`src/rtl/dmacc_pkg.sv`:
```
// constants, encodings and register map of the eight-channel dma channel control block
package dmacc_pkg;
    localparam int NUM_CH = 8;
    localparam int CH_W = 3;
    localparam int ADDR_W = 12;
    // per-channel register window: channel n starts at n << CH_SHIFT
    localparam int CH_SHIFT = 5;
    localparam logic [4:0] REG_CTRL = 5'h00;
    localparam logic [4:0] REG_REQ = 5'h04;
    localparam logic [4:0] REG_PRI_BASE = 5'h08;
    localparam logic [4:0] REG_SEC_BASE = 5'h0C;
    localparam logic [4:0] REG_PAD = 5'h10;
    localparam logic [4:0] REG_BLK_LEN = 5'h14;
    localparam logic [ADDR_W-1:0] REG_COLL_STAT = 12'h100;
    localparam logic [ADDR_W-1:0] REG_CHAN_STAT = 12'h104;
    // control register fields
    localparam int CTRL_ON_BIT = 15;
    localparam int CTRL_SIZE_BIT = 14;
    localparam int CTRL_DIR_BIT = 13;
    localparam int CTRL_HALF_BIT = 12;
    localparam int CTRL_DUMMY_BIT = 11;
    localparam int CTRL_ADDRK_LSB = 4;
    localparam int CTRL_MODE_LSB = 0;
    localparam logic [15:0] CTRL_MASK = 16'hF833;
    // request select fields
    localparam int REQ_FORCE_BIT = 15;
    localparam logic [15:0] REQ_SEL_MASK = 16'h007F;
    localparam logic [15:0] LEN_MASK = 16'h03FF;
    localparam logic [15:0] REG_RESET = 16'h0000;
    localparam logic [3:0] LAST_NONE = 4'hF;
    // addressing kinds
    localparam logic [1:0] AM_POSTINC = 2'h0;
    localparam logic [1:0] AM_NOINC = 2'h1;
    localparam logic [1:0] AM_PERIPH = 2'h2;
    // block modes: bit 0 one-shot, bit 1 ping-pong
    localparam int MODE_ONESHOT_BIT = 0;
    localparam int MODE_PINGPONG_BIT = 1;
    localparam logic [15:0] STEP_BYTE = 16'h0001;
    localparam logic [15:0] STEP_WORD = 16'h0002;

    typedef enum logic [1:0] {ENG_IDLE, ENG_READ, ENG_WRITE} dmacc_eng_t;
endpackage : dmacc_pkg

```
`src/rtl/dmacc_top.sv`:
```
// eight-channel dma channel control, addressing and transfer engine with apb register access
//
// Design decisions made here: the register addresses and the APB interface to the registers.
`timescale 1ns/1ps
`default_nettype none
module dmacc_top
    import dmacc_pkg::*;
(
    // clock and reset
    input wire logic pclk,
    input wire logic presetn,
    // apb slave
    input wire logic psel,
    input wire logic penable,
    input wire logic pwrite,
    input wire logic [ADDR_W-1:0] paddr,
    input wire logic [31:0] pwdata,
    output logic [31:0] prdata,
    output logic pready,
    output logic pslverr,
    // peripheral requests and indirect offset
    input wire logic [127:0] peripheral_request_lines,
    input wire logic [15:0] periph_ram_offset,
    // dma ram port
    output logic [15:0] ram_addr,
    output logic ram_rd,
    output logic ram_wr,
    output logic [15:0] ram_wdata,
    input wire logic [15:0] ram_rdata,
    // peripheral data bus
    output logic [15:0] periph_addr,
    output logic periph_rd,
    output logic periph_wr,
    output logic [15:0] periph_wdata,
    input wire logic [15:0] periph_rdata,
    // transfer status and interrupts
    output logic byte_xfer,
    output logic [CH_W-1:0] xfer_channel,
    output logic [NUM_CH-1:0] dma_irq
);

    // per-channel software registers
    logic [15:0] ctrl_ff [NUM_CH];
    logic [NUM_CH-1:0] force_ff;
    logic [6:0] req_sel_ff [NUM_CH];
    logic [15:0] pri_base_ff [NUM_CH];
    logic [15:0] sec_base_ff [NUM_CH];
    logic [15:0] pad_ff [NUM_CH];
    logic [9:0] blk_len_ff [NUM_CH];
    // per-channel running state
    logic [15:0] cur_addr_ff [NUM_CH];
    logic [9:0] done_ff [NUM_CH];
    logic [NUM_CH-1:0] pp_sel_ff;
    logic [NUM_CH-1:0] req_pend_ff;
    logic [NUM_CH-1:0] req_prev_ff;
    // engine
    dmacc_eng_t eng_ff;
    logic [CH_W-1:0] ch_ff;
    logic [15:0] per_wdata_ff;
    logic [3:0] last_ch_ff;
    logic [31:0] prdata_ff;
    logic [NUM_CH-1:0] irq_ff;
    logic [15:0] ram_addr_ff;
    logic [15:0] periph_addr_ff;
    logic ram_rd_ff;
    logic ram_wr_ff;
    logic periph_rd_ff;
    logic periph_wr_ff;
    logic [15:0] wdata_ff;
    logic byte_ff;

    // apb decode
    logic wr_acc;
    logic rd_setup;
    logic hit;
    logic ch_hit;
    logic [CH_W-1:0] acc_ch;
    logic [4:0] acc_reg;
    logic [31:0] rd_val;

    // engine combinational
    logic [NUM_CH-1:0] ready_ch;
    logic grant_any;
    logic [CH_W-1:0] grant_ch;
    logic [NUM_CH-1:0] sel_req;
    logic [NUM_CH-1:0] sw_start;
    logic [NUM_CH-1:0] hw_off;
    logic elem_done;
    logic blk_end;
    logic half_pt;
    logic [15:0] cur_ctrl;

    function automatic logic is_ch_reg(input logic [ADDR_W-1:0] a);
        logic [4:0] r;
        r = a[CH_SHIFT-1:0];
        is_ch_reg = (a[ADDR_W-1:CH_SHIFT+CH_W] == '0) &&
                    (r == REG_CTRL || r == REG_REQ || r == REG_PRI_BASE ||
                     r == REG_SEC_BASE || r == REG_PAD || r == REG_BLK_LEN);
    endfunction : is_ch_reg

    function automatic logic [15:0] base_of(input logic pp, input logic [15:0] a, input logic [15:0] b);
        base_of = pp ? b : a;
    endfunction : base_of

    assign acc_ch = paddr[CH_SHIFT+CH_W-1:CH_SHIFT];
    assign acc_reg = paddr[CH_SHIFT-1:0];
    assign ch_hit = is_ch_reg(paddr);
    assign hit = ch_hit || paddr == REG_COLL_STAT || paddr == REG_CHAN_STAT;
    assign wr_acc = psel && penable && pwrite && ch_hit;
    assign rd_setup = psel && !penable && !pwrite;

    // zero wait state slave, error on unmapped address
    assign pready = 1'b1;
    assign pslverr = psel && penable && !hit;
    assign prdata = prdata_ff;

    // register read mux; unimplemented bits read zero
    always_comb
    begin
        rd_val = 32'h0000_0000;
        if (ch_hit)
        begin
            case (acc_reg)
                REG_CTRL: rd_val = {16'h0000, ctrl_ff[acc_ch] & CTRL_MASK};
                REG_REQ: rd_val = {16'h0000, force_ff[acc_ch], 8'h00, req_sel_ff[acc_ch]};
                REG_PRI_BASE: rd_val = {16'h0000, pri_base_ff[acc_ch]};
                REG_SEC_BASE: rd_val = {16'h0000, sec_base_ff[acc_ch]};
                REG_PAD: rd_val = {16'h0000, pad_ff[acc_ch]};
                REG_BLK_LEN: rd_val = {22'h00_0000, blk_len_ff[acc_ch]};
                default: rd_val = 32'h0000_0000;
            endcase
        end
        else if (paddr == REG_CHAN_STAT)
        begin
            rd_val = {20'h0_0000, last_ch_ff, pp_sel_ff};
        end
        else
        begin
            // collision flags are never raised: one engine serialises all ram and peripheral writes
            rd_val = 32'h0000_0000;
        end
    end

    // read data captured in the setup phase so it stands through the access phase
    always_ff @(posedge pclk or negedge presetn)
    begin
        if (!presetn)
            prdata_ff <= 32'h0000_0000;
        else if (rd_setup)
            prdata_ff <= rd_val;
    end

    // request routing, software start detection and hardware stop
    always_comb
    begin
        for (int i = 0; i < NUM_CH; i++)
        begin
            sel_req[i] = peripheral_request_lines[req_sel_ff[i]];
            sw_start[i] = wr_acc && acc_ch == CH_W'(i) && acc_reg == REG_CTRL &&
                          pwdata[CTRL_ON_BIT] && !ctrl_ff[i][CTRL_ON_BIT];
            ready_ch[i] = ctrl_ff[i][CTRL_ON_BIT] && (force_ff[i] || req_pend_ff[i]);
            hw_off[i] = 1'b0;
        end
        cur_ctrl = ctrl_ff[ch_ff];
        elem_done = eng_ff == ENG_WRITE;
        blk_end = elem_done && done_ff[ch_ff] == blk_len_ff[ch_ff];
        half_pt = elem_done && done_ff[ch_ff] == (blk_len_ff[ch_ff] >> 1);
        // one-shot stops after its block; one-shot ping-pong after the secondary block
        if (blk_end && cur_ctrl[CTRL_MODE_LSB+MODE_ONESHOT_BIT] &&
            (!cur_ctrl[CTRL_MODE_LSB+MODE_PINGPONG_BIT] || pp_sel_ff[ch_ff]))
            hw_off[ch_ff] = 1'b1;
    end

    // fixed priority, lowest channel first
    always_comb
    begin
        grant_any = 1'b0;
        grant_ch = '0;
        for (int i = NUM_CH - 1; i >= 0; i--)
        begin
            if (ready_ch[i])
            begin
                grant_any = 1'b1;
                grant_ch = CH_W'(i);
            end
        end
    end

    // software registers; a hardware stop on the same edge as a software write wins the on bit
    always_ff @(posedge pclk or negedge presetn)
    begin
        if (!presetn)
        begin
            for (int i = 0; i < NUM_CH; i++)
            begin
                ctrl_ff[i] <= REG_RESET;
                req_sel_ff[i] <= 7'h00;
                pri_base_ff[i] <= REG_RESET;
                sec_base_ff[i] <= REG_RESET;
                pad_ff[i] <= REG_RESET;
                blk_len_ff[i] <= 10'h000;
            end
        end
        else
        begin
            if (wr_acc)
            begin
                case (acc_reg)
                    REG_CTRL: ctrl_ff[acc_ch] <= pwdata[15:0] & CTRL_MASK;
                    REG_REQ: req_sel_ff[acc_ch] <= pwdata[6:0];
                    REG_PRI_BASE: pri_base_ff[acc_ch] <= pwdata[15:0];
                    REG_SEC_BASE: sec_base_ff[acc_ch] <= pwdata[15:0];
                    REG_PAD: pad_ff[acc_ch] <= pwdata[15:0];
                    REG_BLK_LEN: blk_len_ff[acc_ch] <= pwdata[9:0];
                    default: ;
                endcase
            end
            for (int i = 0; i < NUM_CH; i++)
            begin
                if (hw_off[i])
                    ctrl_ff[i][CTRL_ON_BIT] <= 1'b0;
            end
        end
    end

    // force: set only by software, cleared only when its transfer ends; the set wins
    always_ff @(posedge pclk or negedge presetn)
    begin
        if (!presetn)
            force_ff <= '0;
        else
        begin
            for (int i = 0; i < NUM_CH; i++)
            begin
                if (wr_acc && acc_ch == CH_W'(i) && acc_reg == REG_REQ && pwdata[REQ_FORCE_BIT])
                    force_ff[i] <= 1'b1;
                else if (elem_done && ch_ff == CH_W'(i))
                    force_ff[i] <= 1'b0;
            end
        end
    end

    // request pending: a rising edge on the selected line; a new edge beats the grant clear
    always_ff @(posedge pclk or negedge presetn)
    begin
        if (!presetn)
        begin
            req_prev_ff <= '0;
            req_pend_ff <= '0;
        end
        else
        begin
            req_prev_ff <= sel_req;
            for (int i = 0; i < NUM_CH; i++)
            begin
                if (sel_req[i] && !req_prev_ff[i] && ctrl_ff[i][CTRL_ON_BIT])
                    req_pend_ff[i] <= 1'b1;
                else if ((eng_ff == ENG_IDLE && grant_any && grant_ch == CH_W'(i)) ||
                         !ctrl_ff[i][CTRL_ON_BIT])
                    req_pend_ff[i] <= 1'b0;
            end
        end
    end

    // per-channel address, element count and ping-pong side
    always_ff @(posedge pclk or negedge presetn)
    begin
        if (!presetn)
        begin
            for (int i = 0; i < NUM_CH; i++)
            begin
                cur_addr_ff[i] <= REG_RESET;
                done_ff[i] <= 10'h000;
            end
            pp_sel_ff <= '0;
        end
        else
        begin
            for (int i = 0; i < NUM_CH; i++)
            begin
                if (sw_start[i])
                begin
                    cur_addr_ff[i] <= pri_base_ff[i];
                    done_ff[i] <= 10'h000;
                    pp_sel_ff[i] <= 1'b0;
                end
                else if (elem_done && ch_ff == CH_W'(i))
                begin
                    if (blk_end)
                    begin
                        done_ff[i] <= 10'h000;
                        if (ctrl_ff[i][CTRL_MODE_LSB+MODE_PINGPONG_BIT])
                        begin
                            pp_sel_ff[i] <= !pp_sel_ff[i];
                            cur_addr_ff[i] <= base_of(!pp_sel_ff[i], pri_base_ff[i], sec_base_ff[i]);
                        end
                        else
                            cur_addr_ff[i] <= pri_base_ff[i];
                    end
                    else
                    begin
                        done_ff[i] <= done_ff[i] + 10'h001;
                        if (ctrl_ff[i][CTRL_ADDRK_LSB +: 2] == AM_POSTINC)
                            cur_addr_ff[i] <= cur_addr_ff[i] +
                                (ctrl_ff[i][CTRL_SIZE_BIT] ? STEP_BYTE : STEP_WORD);
                    end
                end
            end
        end
    end

    // transfer engine: grant, read one element, write it
    always_ff @(posedge pclk or negedge presetn)
    begin
        if (!presetn)
        begin
            eng_ff <= ENG_IDLE;
            ch_ff <= '0;
            per_wdata_ff <= 16'h0000;
        end
        else
        begin
            case (eng_ff)
                ENG_IDLE:
                begin
                    if (grant_any)
                    begin
                        ch_ff <= grant_ch;
                        eng_ff <= ENG_READ;
                    end
                end
                ENG_READ:
                begin
                    // registered so peripheral data stands with its strobe; null data for the dummy write
                    per_wdata_ff <= cur_ctrl[CTRL_DIR_BIT] ? ram_rdata : 16'h0000;
                    eng_ff <= ENG_WRITE;
                end
                ENG_WRITE: eng_ff <= ENG_IDLE;
                default: eng_ff <= ENG_IDLE;
            endcase
        end
    end

    // bus strobes and addresses, registered one cycle ahead of their phase
    always_ff @(posedge pclk or negedge presetn)
    begin
        if (!presetn)
        begin
            ram_addr_ff <= 16'h0000;
            periph_addr_ff <= 16'h0000;
            ram_rd_ff <= 1'b0;
            ram_wr_ff <= 1'b0;
            periph_rd_ff <= 1'b0;
            periph_wr_ff <= 1'b0;
            wdata_ff <= 16'h0000;
            byte_ff <= 1'b0;
        end
        else
        begin
            ram_rd_ff <= 1'b0;
            ram_wr_ff <= 1'b0;
            periph_rd_ff <= 1'b0;
            periph_wr_ff <= 1'b0;
            if (eng_ff == ENG_IDLE && grant_any)
            begin
                ram_addr_ff <= (ctrl_ff[grant_ch][CTRL_ADDRK_LSB +: 2] == AM_PERIPH) ?
                    (base_of(pp_sel_ff[grant_ch], pri_base_ff[grant_ch], sec_base_ff[grant_ch]) |
                     periph_ram_offset) :
                    cur_addr_ff[grant_ch];
                periph_addr_ff <= pad_ff[grant_ch];
                byte_ff <= ctrl_ff[grant_ch][CTRL_SIZE_BIT];
                ram_rd_ff <= ctrl_ff[grant_ch][CTRL_DIR_BIT];
                periph_rd_ff <= !ctrl_ff[grant_ch][CTRL_DIR_BIT];
            end
            else if (eng_ff == ENG_READ)
            begin
                ram_wr_ff <= !cur_ctrl[CTRL_DIR_BIT];
                // null write rides along with the ram write; with direction set it is ignored
                periph_wr_ff <= cur_ctrl[CTRL_DIR_BIT] || cur_ctrl[CTRL_DUMMY_BIT];
                wdata_ff <= cur_ctrl[CTRL_DIR_BIT] ? ram_rdata : periph_rdata;
            end
        end
    end

    // interrupt pulse per channel, last-active channel status
    always_ff @(posedge pclk or negedge presetn)
    begin
        if (!presetn)
        begin
            irq_ff <= '0;
            last_ch_ff <= LAST_NONE;
        end
        else
        begin
            irq_ff <= '0;
            if (elem_done)
            begin
                last_ch_ff <= {1'b0, ch_ff};
                irq_ff[ch_ff] <= cur_ctrl[CTRL_HALF_BIT] ? half_pt : blk_end;
            end
        end
    end

    assign ram_addr = ram_addr_ff;
    assign ram_rd = ram_rd_ff;
    assign ram_wr = ram_wr_ff;
    assign ram_wdata = wdata_ff;
    assign periph_addr = periph_addr_ff;
    assign periph_rd = periph_rd_ff;
    assign periph_wr = periph_wr_ff;
    // null data to the peripheral when it is not the write target
    assign periph_wdata = per_wdata_ff;
    assign byte_xfer = byte_ff;
    assign xfer_channel = ch_ff;
    assign dma_irq = irq_ff;

endmodule : dmacc_top
`default_nettype wire

```
`config.mk`:
```
export PLATFORM = sky130hd
export DESIGN_NAME = dmacc_top
export DESIGN_NICKNAME = d
export VERILOG_FILES = /design/src/rtl/dmacc_pkg.sv /design/src/rtl/dmacc_top.sv
export SDC_FILE = /design/constraint.sdc
export NUM_CORES = 2
export LEC_CHECK = 0
export ABC_CLOCK_PERIOD_IN_PS = 3480
export BUFFER_PORTS_ARGS = -buffer_cell sky130_fd_sc_hd__buf_4
export CAP_MARGIN = 5
export CORE_MARGIN = 3
export CORE_UTILIZATION = 60
export CTS_BUF_LIST = sky130_fd_sc_hd__clkbuf_16
export DETAILED_ROUTE_END_ITERATION = 10
export MAX_ROUTING_LAYER = met4
export PLACE_DENSITY_LB_ADDON = 0.08
export SLEW_MARGIN = 10
export SYNTH_ARGS = -nofsm -noshare
export SYNTH_HDL_FRONTEND = slang
export SYNTH_SLANG_ARGS = --single-unit
```
`constraint.sdc`:
```
create_clock -name pclk -period 3.48 [get_ports pclk]
set_input_delay 0.696 -clock pclk [delete_from_list [all_inputs] [get_ports pclk]]
set_output_delay 0.696 -clock pclk [all_outputs]
set_load 0.05 [all_outputs]
```
==> reports/summary.txt <==
status -> complete, but fails checks
failing checks -> setup timing
P_sw -> 0.00584 W
#FFs+latches synth -> 934
largest net degree at the start of global routing -> 99
CP Max Fanout -> 8
Period minus WS final -> 3670 ps
CP cell instances -> buf_12, buf_12, buf_12, mux2i_1, a221oi_2, o21ai_2, xor2_2, nor4_4, buf_12, a31oi_1, a311oi_1, o21ai_0, buf_4, mux2_2
via count -> 55700
I/O Pins -> 339
area grow syn2layout -> 21.0%
clock root cell -> clkbuf_16
initial core utilization -> 60.9%
first-iteration detailed-routing DRC count -> 9487
# rows -> 114
Lkg Pwr -> 30.4 nW
final setup margin -> -195 ps
Hold Path Class -> input pin to flop
Synth area leaders -> dfrtp_1 39%, mux4_2 14%, mux2_2 12%
Fin. Hold Viols -> 0
# DRC -> 0
R2R depth -> 14
clock network power share -> 46.5%
CTS tree -> yes
CP startpoint kind -> flop
RSZ-0062 raised after global routing -> true
Min-Delay Endpoint -> ram_addr[1]
Main synth FF type -> dfrtp_1
Place WS -> -300 ps
Setup crit end kind -> flop
ratio of cells with drive above 1 in the final layout -> 38.0%
post-detailed-routing wire length -> 260 mm
CP Data Required Time -> 4090 ps
clk_skew -> 54.7 ps
grt ovf -> 0
DIE AREA -> 102000 um^2
Reg area -> 23400 um^2
Reg2Reg Setup Slack -> -190 ps
die width -> 320 um
switching share of power -> 25.1%
Slew Limit Fails -> 0
cell with the most instances on the worst path -> buf_12
Slew headroom -> 25.9%
clock latency at the later pin of the worst-skew pair -> 730 ps
Setup crit start -> xfer_channel[0]
clock sink count -> 934
most common cell after layout, fill and taps aside -> dfrtp_1
initial antenna violation count -> 12
Async SR Flop Fraction -> 100%
Comb pwr share -> 6.6%
Int Power -> 0.0174 W
Buffers on Ports -> 305
vias in the first global route -> 53600
multi-input gate area in the final layout -> 34800 um^2
most frequent cells in the layout -> 919 x dfrtp_1, 793 x buf_4, 615 x mux2_2, 443 x nand2_1, 364 x mux4_2
Hold Startpoint -> periph_ram_offset[1]
Least-Margin Pin Slew -> 1110 ps
clock buffer depth -> 3
Yosys warnings -> 0
Synth cell types -> 100
CP arrival -> 4290 ps
Fmax -> 0.272 GHz
Routed WL per cell -> 35.7 um
first-pass GRT wire length -> 373 mm
Crit-path slowest cell -> dfrtp_4
Hold Worst Slack -> 205 ps
sequential element share of the synthesized area -> 39.5%
CP max stage delay -> 560 ps
clock slew at the register clock pins of the worst setup and hold paths -> 70 ps
crit share post-route -> 106%
cell taking the most area after synthesis -> dfrtp_1
HPWL Detailed -> 187 mm
hold path depth -> 3
Post-synth EDFFs -> 0
fin util -> 73.6%
worst ir drop on vdd -> 0.483 mV
post-synthesis average cell area -> 11.1 um^2
Sequential Power Share -> 46.9%
power per standard cell area -> 324 nW/um^2
Reg-to-Reg Start -> xfer_channel[0]
Num CTS Buffers -> 100
count of final setup violators -> 130
Synth top area share -> 39.3%
Total GRT Usage -> 51.2%
Syn Std Cell Area -> 59200 um^2
Die Y-Extent -> 320 um
kind of critical path -> flop to flop
Synth Instances -> 5322
number of vias per cell -> 7.66
Final #Nets -> 6153
H-tree Lvls -> 3
Core Footprint -> 97300 um^2
GP Congestion -> 1.10
DR pass1 iterations -> 11
max-cap violations -> 0
Antenna Nets Post-Route -> 0
Critical R2R Capture -> cur_addr_ff[44]
fill count -> 6635
## cells in the mapped netlist (all sizes together), types with 18 or more instances
library cell	instances
clkbuf	322
mux2i	136
a21boi	21
a31oi	95
inv	28
nor2	252
and3	78
a221oi	135
mux2	619
xnor2	91
nand2b	33
xor2	46
o31ai	41
o221ai	22
nor4	18
ha	24
nand3b	52
o21ai	284
or3	25
a22oi	175
nor3	88
nand4	33
a21oi	249
o22ai	61
a22o	72
dfrtp	930
a222oi	71
nand2	451
nand3	108
a211oi	31
buf	152
mux4	364
## worst max-delay path by stage
stage                                   to  slack, ps  cells after the start
after floorplan            cur_addr_ff[64]         60                     12
after global placement     cur_addr_ff[60]       -250                     13
after detailed placement  cur_addr_ff[108]       -300                     13
after CTS                  cur_addr_ff[91]        -40                     15
after global routing        cur_addr_ff[6]       -210                     16
final                      cur_addr_ff[44]       -190                     14
## critical path, delay by kind of cell, from the launching register on
kind | cells | cell delay, ps
xor gates and xnor gates | 1 | 180
DFF | 1 | 560
AOI/OAI and AO/OA | 5 | 1270
and+or+nand+nor | 1 | 390
muxes | 2 | 400
buffers and inverters | 5 | 760
## power groups by stage
| stage | sequential, W | clock (W) | combinational (W) |
|---|---|---|---|
| 6_report | 0.0109 | 0.0108 | 0.00154 |
| 5_1_grt | 0.0109 | 0.0112 | 0.00159 |
| 4_1_cts | 0.0109 | 0.0108 | 0.00149 |
| 3_5_place_dp | 0.0111 | 0 | 0.00148 |
| 3_3_place_gp | 0.0111 | 0 | 0.00145 |
| 2_1_floorplan | 0.0111 | 0 | 0.000542 |
## final cells by class
cell class | instances | area share, %
clock inverters | 85 | 1.07
diodes | 19 | 0.0664
flip-flops and latches | 934 | 32.7
repair buffers | 929 | 11.8
well taps | 1276 | 2.23
inverters | 28 | 0.147
clock buffers | 100 | 3.49
multi-input cells | 3903 | 48.6
## through the flow
step                      TNS [ps]  cells  power (W)  instance area [um^2]
after detailed placement    -32330   7024     0.0126                 66800
after global placement      -21360   7024     0.0125                 66800
final                        -8290   7274     0.0232                 71600
after CTS                     -517   7225     0.0232                 70600
after global routing        -19300   7267     0.0237                 71600
after floorplan                  0   5337     0.0116                 59300
## registers in the layout, indices dropped and copies added, names as in the netlist, 16 cells and up
signal        count
cur_addr_ff     128
pad_ff          128
pri_base_ff     128
sec_base_ff     128
blk_len_ff       80
done_ff          80
ctrl_ff          72
req_sel_ff       56
periph_addr      16
periph_wdata     16
prdata           16
ram_addr         16
ram_wdata        16
## metal layers
metal | wire length (um) | global-route usage, % | up-vias
met5 | 0 | - | -
met4 | 20200 | 28.5 | 0
met3 | 40700 | 17.8 | 1165
met2 | 108000 | 70.7 | 5038
met1 | 91300 | 65.9 | 27600
li1 | - | - | 21900
## what timing repair did
| action | 4_1_cts | 5_1_grt |
|---|---|---|
| gates cloned | 3 | 10 |
| endpoints found under the hold margin | 8 | 0 |
| gates resized for setup | 78 | 138 |
| pin swaps | 19 | 69 |
| setup endpoints to repair | 221 | 217 |
| setup buffers | 13 | 20 |
| hold buffers | 1 | 0 |
## logic make-up after synthesis
family                   Yosys count  synth area share, %
adder cells (fa/ha/maj)           32                0.778
multiplexers                    1119                 27.9
AO/OA/AOI/OAI                   1384                 16.3
buffers and inverters            502                 3.61
other                              2               0.0127
AND/OR/NAND/NOR                 1212                 9.88
flip-flops                       934                 39.5
XOR/XNOR                         137                 2.03
Power figures use the tool's default switching activity.
